File: config.mk
export PLATFORM = sky130hd
export DESIGN_NAME = dc_coupled_fault_signature
export DESIGN_NICKNAME = d
export VERILOG_FILES = /design/src/verilog/fault_sig_pkg.sv /design/src/verilog/leg_classifier.sv /design/src/verilog/dc_coupled_fault_signature.sv
export SDC_FILE = /design/constraint.sdc
export NUM_CORES = 1
export LEC_CHECK = 0
export ABC_CLOCK_PERIOD_IN_PS = 1800
export BUFFER_PORTS_ARGS = -buffer_cell sky130_fd_sc_hd__buf_2
export CORE_AREA = 5 5 42 44
export CTS_CLUSTER_SIZE = 24
export DETAILED_ROUTE_END_ITERATION = 16
export DIE_AREA = 0 0 47 49
export MAX_ROUTING_LAYER = met4
export PLACE_DENSITY = 0.78
export RECOVER_POWER = 100
export REMOVE_ABC_BUFFERS = 1
export SYNTH_ARGS = -nofsm -noshare
export SYNTH_HDL_FRONTEND = slang
export SYNTH_SLANG_ARGS = --single-unit
export TNS_END_PERCENT = 1
File: constraint.sdc
create_clock -name clock_i -period 1.8 [get_ports clock_i]
set_clock_uncertainty 0.1 [all_clocks]
set_input_delay 0.09 -clock clock_i [delete_from_list [all_inputs] [get_ports clock_i]]
set_output_delay 0.09 -clock clock_i [all_outputs]
set_load 0.005 [all_outputs]
File: src/verilog/fault_sig_pkg.sv
// Package: sample encodings, expected patterns and fault classes
package fault_sig_pkg;

	// Command family under which a pair of samples is taken
	typedef enum logic {
		CMD_AC_TEST,
		CMD_DC_EXTEST
	} test_cmd_e;

	// Verdict after both samples of one command are in
	typedef enum logic [2:0] {
		VERDICT_NONE,
		VERDICT_PASS,
		VERDICT_OPEN_OR_POWER,
		VERDICT_GROUND,
		VERDICT_LEG_SHORT,
		VERDICT_OTHER
	} verdict_e;

	// One capture of the two test receiver cells
	typedef struct packed {
		logic pos;
		logic neg;
	} leg_pair_s;

	// Per-leg classification result
	typedef struct packed {
		logic open_or_power;
		logic ground;
	} leg_fault_s;

	// Fault-free patterns, identical for both commands
	localparam logic [1:0] GOOD_SAMPLE0 = 2'h1; // pos 0, neg 1
	localparam logic [1:0] GOOD_SAMPLE1 = 2'h2; // pos 1, neg 0

	localparam logic       SAMPLE_IDX_RESET  = 1'h0;
	localparam logic [2:0] VERDICT_RESET     = 3'h0;

endpackage

File: src/verilog/leg_classifier.sv
// Module: classifies one receive leg from its two captures
`timescale 1ns/10ps
module leg_classifier
	import fault_sig_pkg::*;
(
	input  wire logic       cap0_i,
	input  wire logic       cap1_i,
	input  wire test_cmd_e  cmd_i,
	output leg_fault_s      fault_o
);

	always_comb begin
		fault_o = '0;
		if (cmd_i == CMD_AC_TEST) begin
			// Open and solid power short both read 0 under pulse test
			fault_o.open_or_power = ~cap0_i & ~cap1_i;
			fault_o.ground        = ~cap0_i & ~cap1_i;
		end else begin
			fault_o.open_or_power = cap0_i & cap1_i;
			fault_o.ground        = ~cap0_i & ~cap1_i;
		end
	end

endmodule

File: src/verilog/dc_coupled_fault_signature.sv
// Module: DC-coupled receive pair boundary-scan fault signature checker
`timescale 1ns/10ps
module dc_coupled_fault_signature
	import fault_sig_pkg::*;
(
	input  wire logic       clock_i,
	input  wire logic       rst_n_i,
	input  wire logic       capture_i,
	input  wire logic       sample_idx_i,
	input  wire test_cmd_e  cmd_i,
	input  wire leg_pair_s  cells_i,
	output logic            done_o,
	output logic            fault_o,
	output verdict_e        verdict_o,
	output leg_fault_s      pos_fault_o,
	output leg_fault_s      neg_fault_o
);

	leg_pair_s  samp0_r;
	leg_pair_s  samp0_nxt;
	logic       have0_r;
	logic       have0_nxt;
	logic       done_r;
	logic       done_nxt;
	logic       fault_r;
	logic       fault_nxt;
	verdict_e   verdict_r;
	verdict_e   verdict_nxt;
	leg_fault_s pos_r;
	leg_fault_s pos_nxt;
	leg_fault_s neg_r;
	leg_fault_s neg_nxt;
	leg_fault_s pos_cls;
	leg_fault_s neg_cls;
	logic       dev;
	logic       same_legs;

	leg_classifier u_pos (
		.cap0_i  (samp0_r.pos),
		.cap1_i  (cells_i.pos),
		.cmd_i   (cmd_i),
		.fault_o (pos_cls)
	);

	leg_classifier u_neg (
		.cap0_i  (samp0_r.neg),
		.cap1_i  (cells_i.neg),
		.cmd_i   (cmd_i),
		.fault_o (neg_cls)
	);

	always_comb begin
		// Either command alone gives the same fault-free signature
		dev = (samp0_r != GOOD_SAMPLE0) ||
			(cells_i != GOOD_SAMPLE1);
		// Leg-to-leg short: both samples equal across legs
		same_legs = (samp0_r.pos == samp0_r.neg) &&
			(cells_i.pos == cells_i.neg);
	end

	always_comb begin
		samp0_nxt   = samp0_r;
		have0_nxt   = have0_r;
		done_nxt    = 1'b0;
		fault_nxt   = fault_r;
		verdict_nxt = verdict_r;
		pos_nxt     = pos_r;
		neg_nxt     = neg_r;
		if (capture_i) begin
			if (sample_idx_i == 1'b0) begin
				samp0_nxt = cells_i;
				have0_nxt = 1'b1;
			end else if (have0_r) begin
				have0_nxt = 1'b0;
				done_nxt  = 1'b1;
				fault_nxt = dev;
				pos_nxt   = pos_cls;
				neg_nxt   = neg_cls;
				// A pass may still hide an inductive power short
				if (!dev)
					verdict_nxt = VERDICT_PASS;
				else if (same_legs)
					verdict_nxt = VERDICT_LEG_SHORT;
				else if (pos_cls.ground && neg_cls.ground)
					verdict_nxt = VERDICT_OTHER;
				else if (cmd_i == CMD_DC_EXTEST &&
					(pos_cls.ground || neg_cls.ground))
					verdict_nxt = VERDICT_GROUND;
				else if (pos_cls.open_or_power || neg_cls.open_or_power)
					verdict_nxt = VERDICT_OPEN_OR_POWER;
				else
					verdict_nxt = VERDICT_OTHER;
			end
		end
	end

	always_ff @(posedge clock_i or negedge rst_n_i) begin
		if (!rst_n_i) begin
			samp0_r   <= '0;
			have0_r   <= SAMPLE_IDX_RESET;
			done_r    <= 1'b0;
			fault_r   <= 1'b0;
			verdict_r <= VERDICT_NONE;
			pos_r     <= '0;
			neg_r     <= '0;
		end else begin
			samp0_r   <= samp0_nxt;
			have0_r   <= have0_nxt;
			done_r    <= done_nxt;
			fault_r   <= fault_nxt;
			verdict_r <= verdict_nxt;
			pos_r     <= pos_nxt;
			neg_r     <= neg_nxt;
		end
	end

	assign done_o      = done_r;
	assign fault_o     = fault_r;
	assign verdict_o   = verdict_r;
	assign pos_fault_o = pos_r;
	assign neg_fault_o = neg_r;

endmodule

# [After elaboration in Yosys (flattened, before gate mapping)]
# Cells that the tools add are included.
[op_classes] eq_ne=4 muxes=11 n_bitwise=9 reduce_logical=8
[ops] op="3-bit two-way mux" n=5
[ops] op="1-bit NOT" n=5
[ops] op="1-bit bitwise AND" n=4
[ops] op="1-bit two-way mux" n=4
[ops] op="2-bit two-way mux" n=2
[ops] op="1-bit logical AND" n=3
[ops] op="1-bit logical OR" n=3
[ops] op="3-bit AND reduction" n=1
[ops] op="1-bit equality test" n=2
[ops] op="2-bit by 1-bit inequality test with 1-bit output, second input constant" n=1
[ops] op="2-bit inequality test, second input constant" n=1
[ops] op="2-bit AND reduction" n=1
[totals] ff_bits=12 input_bits=7 output_inout_bits=9 word_cells=42

# [Longest topological paths before layout]
# Gate-level depths: netlist of run 1.
[depth] ltp_word=9 mapped_depth=6 depth_no_buf=6

# [Modules after synthesis]
# From an unflattened synthesis of run 1, not the netlist that was laid out.
[unflattened] hier_cells=60 area_unflattened_um2=548.0
[modules_own_cells] module="dc_coupled_fault_signature" instances=1 cells_each=52 area_per_inst_um2=510.5 seq_area_each_um2=300.3
[modules_own_cells] module="leg_classifier" instances=2 cells_each=4 area_per_inst_um2=18.8 seq_area_each_um2=0.0

# [Worst setup path after synthesis of run 1]
# No wires, ideal clock.
[synth_timing] kind="register to register" start="register samp0_r[1] (netlist bit)" end="register verdict_r[2] (netlist: verdict_o[2])" t_arrival_ns=1.078 required_ns=1.572 setup_slack_ns=0.495 stages_incl_launch_ff=5 period_less_slack_ns=1.305 path_cell_list="dfrtp_1 -> inv_1 -> ha_1 -> a221oi_2 -> o21ai_1"
[synth_via] elab_chain_len=9 elab_cells_between_ends=17 cone_classes="eq/ne: 2; mux: 6; bitwise: 3; reduce/logical: 6"
[synth_rtl] item="start, declared" line_no="dc_coupled_fault_signature.sv:19" source="leg_pair_s samp0_r;"
[synth_rtl] item="start signal, assigned" line_no="dc_coupled_fault_signature.sv:107" source="samp0_r <= samp0_nxt;"
[synth_rtl] item="1-bit NOT" line_no="leg_classifier.sv:16, leg_classifier.sv:17, leg_classifier.sv:20"
[synth_rtl] item="1-bit bitwise AND" line_no="leg_classifier.sv:16, leg_classifier.sv:17, leg_classifier.sv:20"
[synth_rtl] item="2-bit two-way mux" line_no="leg_classifier.sv:14" source="if (cmd_i == CMD_AC_TEST) begin"
[synth_rtl] item="1-bit logical OR, on equally long branches" line_no="dc_coupled_fault_signature.sv:89, dc_coupled_fault_signature.sv:87"
[synth_rtl] item="3-bit two-way mux / 1-bit logical AND (equally long branches)" line_no="dc_coupled_fault_signature.sv:89, dc_coupled_fault_signature.sv:86"
[synth_rtl] item="3-bit two-way mux" line_no="dc_coupled_fault_signature.sv:86" source="else if (cmd_i == CMD_DC_EXTEST &&"
[synth_rtl] item="3-bit two-way mux" line_no="dc_coupled_fault_signature.sv:84" source="else if (pos_cls.ground && neg_cls.ground)"
[synth_rtl] item="3-bit two-way mux" line_no="dc_coupled_fault_signature.sv:82" source="else if (same_legs)"
[synth_rtl] item="3-bit two-way mux *" line_no="dc_coupled_fault_signature.sv:80" source="if (!dev)"
[synth_rtl] item="end signal, assigned" line_no="dc_coupled_fault_signature.sv:111" source="verdict_r <= verdict_nxt;"
[synth_rtl] item="end, declared" line_no="dc_coupled_fault_signature.sv:27" source="verdict_e verdict_r;"
# Every way passes the cells marked *; elsewhere a longest branch is shown, timed or not.
# A chain may end at the register's enable or synchronous reset.

# [Worst setup path in the final report of run 1]
# Ends and elaborated chain as after synthesis.

==> results.yml, run 1 <==
critical_path:
  end_kind: "flop"
  cp_slowest_cell: "dfrtp_1"
  r2r.worst_path.cells: 4
  critPathRequiredTime_ps: 1840
  cp_data_arrival_time_ps: 1560
  critPathKind: "flop to flop"
  startpoint_type: "flop"
  r2r_slack_ps: 280
  path_cells: "inv_1 > ha_1 > a221oi_1 > o21ai_0"
  slowest_delay_ps: 400
  timing.rr.end: "verdict_o[2]"
  reg2reg_from: "samp0_r[1]"
  worstPathMaxFanout: 5
drt:
  drtPass1Iterations: 2
  drt-total-wl_um: 1100
  wl_per_cell_um: 11.6
  drt_iter0_drc: 8
  num_vias: 488
  ant_nets: 0
  viasPerCell: 5.14
  drcViolationCount: 0
logic_synthesis:
  synthCells: 60
  synth_top_area_cell: "dfrtp_1"
  synth_top_area_share_pct: 53.6
  ys_seq_elements: 12
  syn_area_um2: 561
  syn_avg_cell_area_um2: 9.34
  synth.area.top_cells: "dfrtp_1 (54%), nand2_1 (9.4%), nor2_1 (4.7%)"
  seq_area_frac_synth_pct: 53.6
  yosysWarnings: 0
  synth_cell_types: 18
hold_path:
  holdCritStartpoint: "capture_i"
  hold-path-endpoint: "have0_r"
  hp-class: "primary input to flop"
  min_delay_path_depth: 3
sta:
  grt_setup_unrepaired: "false"
  fin_crit_sh_pct: 84.5
  worstMarginPinSlew_ps: 604
  timing.hold.ws_ps: 12.1
  period_needed_ps: 1520
  maxSlewHeadroom_pct: 59.8
  tns_ps: 0
  setup_violations: 0
  fmax_mhz: 657
  drv_slew: 0
  hold_viol_final: 0
clocking:
  cts_hold_buf: 1
  cts-buffers-inserted: 3
  cts_resized: 0
  insertion_delay_ps: 270
  post_cts_buffers: 0
  cts.clk_slew.worst_paths_ps: 80
  clockBufferDepth: 2
  cts_sinks: 12
  cts-root-buf: "clkbuf_4"
  cts_htree_levels: 1
  cts_tree: "yes"
placement:
  detailed_place.area_um2: 652
  placed_cells: 90
  place_congestion: 0.869
  io_buffers: 15
  hpwlAfterDp_um: 834
cells_and_area:
  final_cell_area_um2: 688
  syn_to_final_growth_pct: 22.8
  diodes: 0
  final_nets: 89
  final_cells: 95
  drive_gt1_share_pct: 24.1
  final_util_pct: 49.1
run:
  maxCapViolations: 0
global_route:
  grt_antenna_before_repair: 0
  overflow: 0
  grt_max_degree: 15
  grt_pass1_wl_um: 1840
  track_usage_pct: 11.2
  grt_pass1_vias: 431
pwr:
  leakage_nw: 0.368
  peakVddDrop_mv: 0.537
  p_per_area_nw_per_um2: 1050
floorplanning:
  fp.coreArea_um2: 1400
  start_util_pct: 40.0
  ios: 16
  dieArea_um2: 2300
  die_h_um: 49
  fp.dieW_um: 47
  core.rowCount: 14
status:
  status: "finished, final reports clean"
-- registers in the layout (all words and copies together), names as in the netlist --
signal       count
pos_fault_o      2
neg_fault_o      2
done_o           1
have0_r          1
fault_o          1
verdict_o        3
samp0_r          2
-- synth_stat cells (all sizes together) --
cell and number:
clkbuf 1, a21o 1, inv 4, a221oi 1, a22o 2, and3 2
a211oi 1, nor3 2, a21oi 3, o21ai 6, nand2 14, dfrtp 12
nand3 1, nor2 7, mux2 1, ha 2
-- worst max-delay path, delay by kind of cell (launching register included) --
family          cells  cell delay [ps]
buf+inv             1               80
compound gates      2              500
fa+ha+maj           1              310
flops               1              400
-- cell type report --
| cell class | instances | area, um2 |
|---|---|---|
| Inverter | 4 | 15.0 |
| Fill cell | 133 | 713 |
| Clock buffer | 4 | 36.3 |
| Timing Repair Buffer | 16 | 81.3 |
| Multi-Input combinational cell | 43 | 235 |
| Sequential cell | 12 | 300 |
| Tap cell | 16 | 20.0 |
-- stage by stage --
stage	power, W	worst slack [ps]
after floorplan	0.000446	495
after global routing	0.000776	209
after detailed placement	0.000526	389
after global placement	0.000518	440
after CTS	0.000743	375
final	0.000722	279
-- kinds of logic (layout without fill, tap and decap cells) --
logic type                 after synthesis  after routing  synth area share [%]
and+or+nand+nor                         26             26                  19.2
buffers and inverters                    5             24                  3.35
adders and majority gates                2              2                  4.46
DFF                                     12             12                  53.6
muxes                                    1              1                  2.01
AOI/OAI and AO/OA                       14             14                  17.4
-- per-layer routing --
layer  GRT usage (%)  vias up  routed length (um)
met5               -        -                   0
met4            4.15        0                  20
met3            3.32        4                  64
met2            17.2       11                 532
met1            13.4      227                 481
li1                -      246                   -
-- cell usage in the layout (no fill, tap or decap) --
cell           count
a211oi_2           1
a21o_1             1
a21oi_1            3
a221oi_1           1
a22o_1             2
and3_1             1
and3_2             1
buf_2             12
clkbuf_1           3
clkbuf_4           3
clkbuf_8           1
dfrtp_1           12
dlygate4sd3_1      1
ha_1               2
inv_1              4
mux2_2             1
nand2_1           14
nand3_1            1
nor2_1             7
nor3_1             2
o21ai_0            6
-- power breakdown --
group	switching [W]	internal, W
logic	0.0000826	0.0000752
registers	0.0000306	0.000321
clock network	0.0000896	0.000123
total	0.000203	0.000519
-- worst max-delay path by stage --
stage / startpoint / slack (ps) / end
6_report: samp0_r[1] / 280 / verdict_o[2]
3_3_place_gp: samp0_r[0] / 440 / verdict_o[1]
2_1_floorplan: samp0_r[1] / 490 / verdict_o[2]
4_1_cts: samp0_r[1] / 380 / verdict_o[2]
5_1_grt: samp0_r[1] / 210 / verdict_o[2]
3_5_place_dp: samp0_r[1] / 390 / verdict_o[2]
Note: power is estimated with default switching activity, not from simulation.
==> inputs of run 2 (changes only) <==
--- a/config.mk
+++ b/config.mk
@@ -5,7 +5,7 @@
 export SDC_FILE = /design/constraint.sdc
 export NUM_CORES = 1
 export LEC_CHECK = 0
-export ABC_CLOCK_PERIOD_IN_PS = 1800
+export ABC_CLOCK_PERIOD_IN_PS = 1490
 export BUFFER_PORTS_ARGS = -buffer_cell sky130_fd_sc_hd__buf_2
 export CORE_AREA = 5 5 42 44
 export CTS_CLUSTER_SIZE = 24
==> constraint.sdc (replaced) <==
create_clock -name clock_i -period 1.49 [get_ports clock_i]
set_clock_uncertainty 0.1 [all_clocks]
set_input_delay 0.0745 -clock clock_i [delete_from_list [all_inputs] [get_ports clock_i]]
set_output_delay 0.0745 -clock clock_i [all_outputs]
set_load 0.005 [all_outputs]
==> results.yml, run 2 (synthesized netlist as in run 1, its figures left out) <==
clocking:
  insertion_delay_ps: 270
  clockBufferDepth: 2
  cts_htree_levels: 1
  cts-root-buf: "clkbuf_4"
  cts-buffers-inserted: 3
  cts_tree: "yes"
  cts.clk_slew.worst_paths_ps: 70
  cts_sinks: 12
hold_path:
  hp-class: "primary input to flop"
placement:
  placed_cells: 92
  hpwlAfterDp_um: 866
  place_congestion: 0.859
  detailed_place.area_um2: 667
  io_buffers: 15
floorplanning:
  core.rowCount: 14
  start_util_pct: 40.0
  fp.coreArea_um2: 1400
  die_h_um: 49
  ios: 16
  dieArea_um2: 2300
  fp.dieW_um: 47
cells_and_area:
  final_nets: 91
  final_cells: 96
  final_cell_area_um2: 704
  final_common_cell: "nand2_1"
  syn_to_final_growth_pct: 25.7
  diodes: 0
  drive_gt1_share_pct: 26.3
  largest_reg_flops: 3
  final_cell_mix: "nand2_1 (14), dfrtp_1 (12), buf_2 (12), nor2_1 (7), o21ai_0 (6)"
critical_path:
  worstPathMaxFanout: 6
  critPathRequiredTime_ps: 1540
  startpoint_type: "flop"
  cp_data_arrival_time_ps: 1480
  end_kind: "flop"
  critPathKind: "flop to flop"
status:
  status: "finished, final reports clean"
run:
  maxCapViolations: 0
drt:
  viasPerCell: 5.07
  drtPass1Iterations: 4
  drcViolationCount: 0
  num_vias: 487
  drt-total-wl_um: 1130
  wl_per_cell_um: 11.8
  ant_nets: 0
  drt_iter0_drc: 5
sta:
  setup_violations: 0
  fmax_mhz: 701
  drv_slew: 0
  tns_ps: 0
  hold_viol_final: 0
  fin_crit_sh_pct: 95.7
  grt_setup_unrepaired: "false"
  maxSlewHeadroom_pct: 57.6
  period_needed_ps: 1430
  worstMarginPinSlew_ps: 636
global_route:
  track_usage_pct: 12.1
  grt_antenna_before_repair: 0
  grt_pass1_vias: 485
  grt_pass1_wl_um: 1950
  overflow: 0
  grt_max_degree: 13
pwr:
  power_w: 0.000827
  p_per_area_nw_per_um2: 1170
  peakVddDrop_mv: 0.733
  leakage_nw: 0.369
run 2: cell count changes in the layout (fill, tap and decap cells not counted), sizes merged:
cell and change:
buf +1
run 2: critical path, stage by stage, from the launching register on:
cell	delay, ps
dfrtp_1	470
a22o_1	250
a211oi_2	250
a221oi_2	60
a22o_1	190
run 2: worst paths after layout:
kind | end | startpoint | cells after the start | slack, ps
setup reg to reg | verdict_o[1] | samp0_r[0] | 4 | 60
max in group asynchronous | neg_fault_o[0] | rst_n_i | 2 | 640
setup / recovery | verdict_o[1] | samp0_r[0] | 4 | 60
hold / removal | have0_r | capture_i | 3 | 8
min in group asynchronous | verdict_o[2] | rst_n_i | 2 | 240
hold reg to reg | fault_o | fault_o | 2 | 380
run 2: power breakdown:
group	internal, W	switching [W]
Clock	0.0000934	0.0000968
Combinational	0.000104	0.000106
Sequential	0.000388	0.0000390
run 2: through the flow:
stage / worst slack, ps / util, % / hold slack, ps
detailed placement: 99.4 / 47.6 / -138
global route: 8.42 / 50.3 / 18.1
finish: 63.4 / 50.3 / 7.65
floorplan: 185 / - / -321
global placement: 130 / 47.6 / -144
CTS: 69.0 / 49.9 / 5.41
run 2: area by class of cell:
type,count,area (um2)
fillers,146,697
flip-flops and latches,12,300
multi-input cells,43,254
repair buffers,18,92.6
clock buffers,3,22.5
well taps,16,20.0
inverters,4,15.0
run 2: what timing repair did:
action	in CTS	in global routing
hold buffers	1	0
gates resized for setup	0	2
setup endpoints to repair	0	3
endpoints found under the hold margin	12	0
setup buffers	0	0
run 2: layer usage:
layer  wire length (um)  GRT usage, %
met4                 16          6.91
met5                  0             -
met2                567          17.9
met1                470          13.7
met3                 74          4.43
==> inputs of run 3 (changes only) <==
--- a/config.mk
+++ b/config.mk
@@ -15,6 +15,7 @@
 export PLACE_DENSITY = 0.78
 export RECOVER_POWER = 100
 export REMOVE_ABC_BUFFERS = 1
+export SETUP_SLACK_MARGIN = 0.2
 export SYNTH_ARGS = -nofsm -noshare
 export SYNTH_HDL_FRONTEND = slang
 export SYNTH_SLANG_ARGS = --single-unit
==> results.yml, run 3 (synthesized netlist as in run 1, its figures left out) <==
status:
  status: "finished, final reports clean"
critical_path:
  critPathKind: "flop to flop"
  path_cells: "a22o_1 > a211oi_2 > a221oi_2 > a22o_1"
  critical-path-top-delay-family: "compound AO/OA/AOI/OAI gates"
  path_common_cell: "a22o_1"
  end_kind: "flop"
  cp_data_arrival_time_ps: 1430
  worstPathMaxFanout: 4
  critPathRequiredTime_ps: 1550
  slowest_delay_ps: 440
  startpoint_type: "flop"
  cp_num_buf_inv: 0
  cp_slowest_cell: "dfrtp_1"
floorplanning:
  fp.dieW_um: 47
  ios: 16
  fp.coreArea_um2: 1400
  die_h_um: 49
  core.rowCount: 14
  start_util_pct: 40.0
  dieArea_um2: 2300
drt:
  drcViolationCount: 0
  num_vias: 482
  viasPerCell: 4.92
  wl_per_cell_um: 11.6
  drt_iter0_drc: 13
  ant_nets: 0
  drtPass1Iterations: 4
  drt-total-wl_um: 1140
sta:
  grt_setup_unrepaired: "true"
  tns_ps: 0
  maxSlewHeadroom_pct: 57.5
  drv_slew: 0
  setup_violations: 0
  fin_crit_sh_pct: 92.5
  period_needed_ps: 1380
  hold_viol_final: 0
  fmax_mhz: 725
  setup_ws_ps: 111
  worstMarginPinSlew_ps: 638
cells_and_area:
  diodes: 0
  final_common_cell: "nand2_1"
  drive_gt1_share_pct: 31.7
  final_nets: 93
  multi_input_area_um2: 256
  syn_to_final_growth_pct: 29.5
  final_cell_mix: "nand2_1 (14), dfrtp_1 (12), buf_2 (12), nor2_1 (6), o21ai_0 (6)"
  fillers: 143
  seq_area_um2: 300
  largest_reg_flops: 3
clocking:
  cts-buffers-inserted: 3
  cts_tree: "yes"
  cts-root-buf: "clkbuf_4"
  clockBufferDepth: 2
  cts_sinks: 12
  insertion_delay_ps: 270
  cts_htree_levels: 1
  cts.clk_slew.worst_paths_ps: 70
placement:
  io_buffers: 15
  post-place-ws_ps: 99.4
  hpwlAfterDp_um: 866
  place_congestion: 0.859
global_route:
  overflow: 0
  grt_pass1_wl_um: 2010
  grt_antenna_before_repair: 0
  track_usage_pct: 12.6
  grt_max_degree: 13
  grt_pass1_vias: 508
run:
  maxCapViolations: 0
pwr:
  peakVddDrop_mv: 0.734
  leakage_nw: 0.382
  p_per_area_nw_per_um2: 1160
hold_path:
  hp-class: "primary input to flop"
## run 3: cell type report
class,count,share of cell area (%)
flip-flops and latches,12,41.4
multi-input cells,43,35.3
well taps,16,2.76
repair buffers,20,15.3
inverters,4,2.07
clock buffers,3,3.10
## run 3: path summary, 6_finish.rpt
check | to | startpoint | cells after the start | slack, ps
worst max-delay path | verdict_o[1] | samp0_r[0] | 4 | 110
worst min-delay path | have0_r | capture_i | 3 | 7
worst max register to register | verdict_o[1] | samp0_r[0] | 4 | 110
worst min register to register | fault_o | fault_o | 2 | 380
max in group asynchronous | neg_fault_o[0] | rst_n_i | 2 | 640
min in group asynchronous | verdict_o[2] | rst_n_i | 2 | 240
## run 3: power by group
| part | total, W | switching (W) | internal [W] | leakage [nW] |
|---|---|---|---|---|
| sequential | 0.000425 | 0.0000370 | 0.000388 | 0.151 |
| clock | 0.000191 | 0.0000976 | 0.0000934 | 0.0138 |
| combinational | 0.000227 | 0.000111 | 0.000116 | 0.216 |
## run 3: worst reg2reg max path, delay by kind of cell, from the launching register on
kind	cells	cell delay, ps
AOI/OAI and AO/OA	4	720
DFF	1	440
## run 3: what timing repair did
action                                 CTS  global route
buffers inserted                         2             0
resized for setup                        4             1
setup endpoints to repair                3             4
hold buffers                             1             0
endpoints found under the hold margin   12             0
pin swaps                                3             0
## run 3: layer usage
layer / GRT usage (%) / wire length, um / up-vias
met5: - / 0 / -
met4: 7.83 / 11 / 0
met3: 4.80 / 72 / 2
met2: 19.0 / 591 / 13
met1: 13.2 / 462 / 217
li1: - / - / 250
## run 3: metrics by stage
step / power [W] / hold WS (ps) / util (%) / instances / instance area [um2]
6_report: 0.000843 / 6.73 / 51.8 / 98 / 726
5_1_grt: 0.000925 / 18.1 / 51.8 / 98 / 726
4_1_cts: 0.000861 / 5.41 / 52.1 / 98 / 731
3_5_place_dp: 0.000641 / -138 / 47.6 / 92 / 667
3_3_place_gp: 0.000632 / -144 / 47.6 / 92 / 667
2_1_floorplan: 0.000539 / -321 / - / 59 / 557
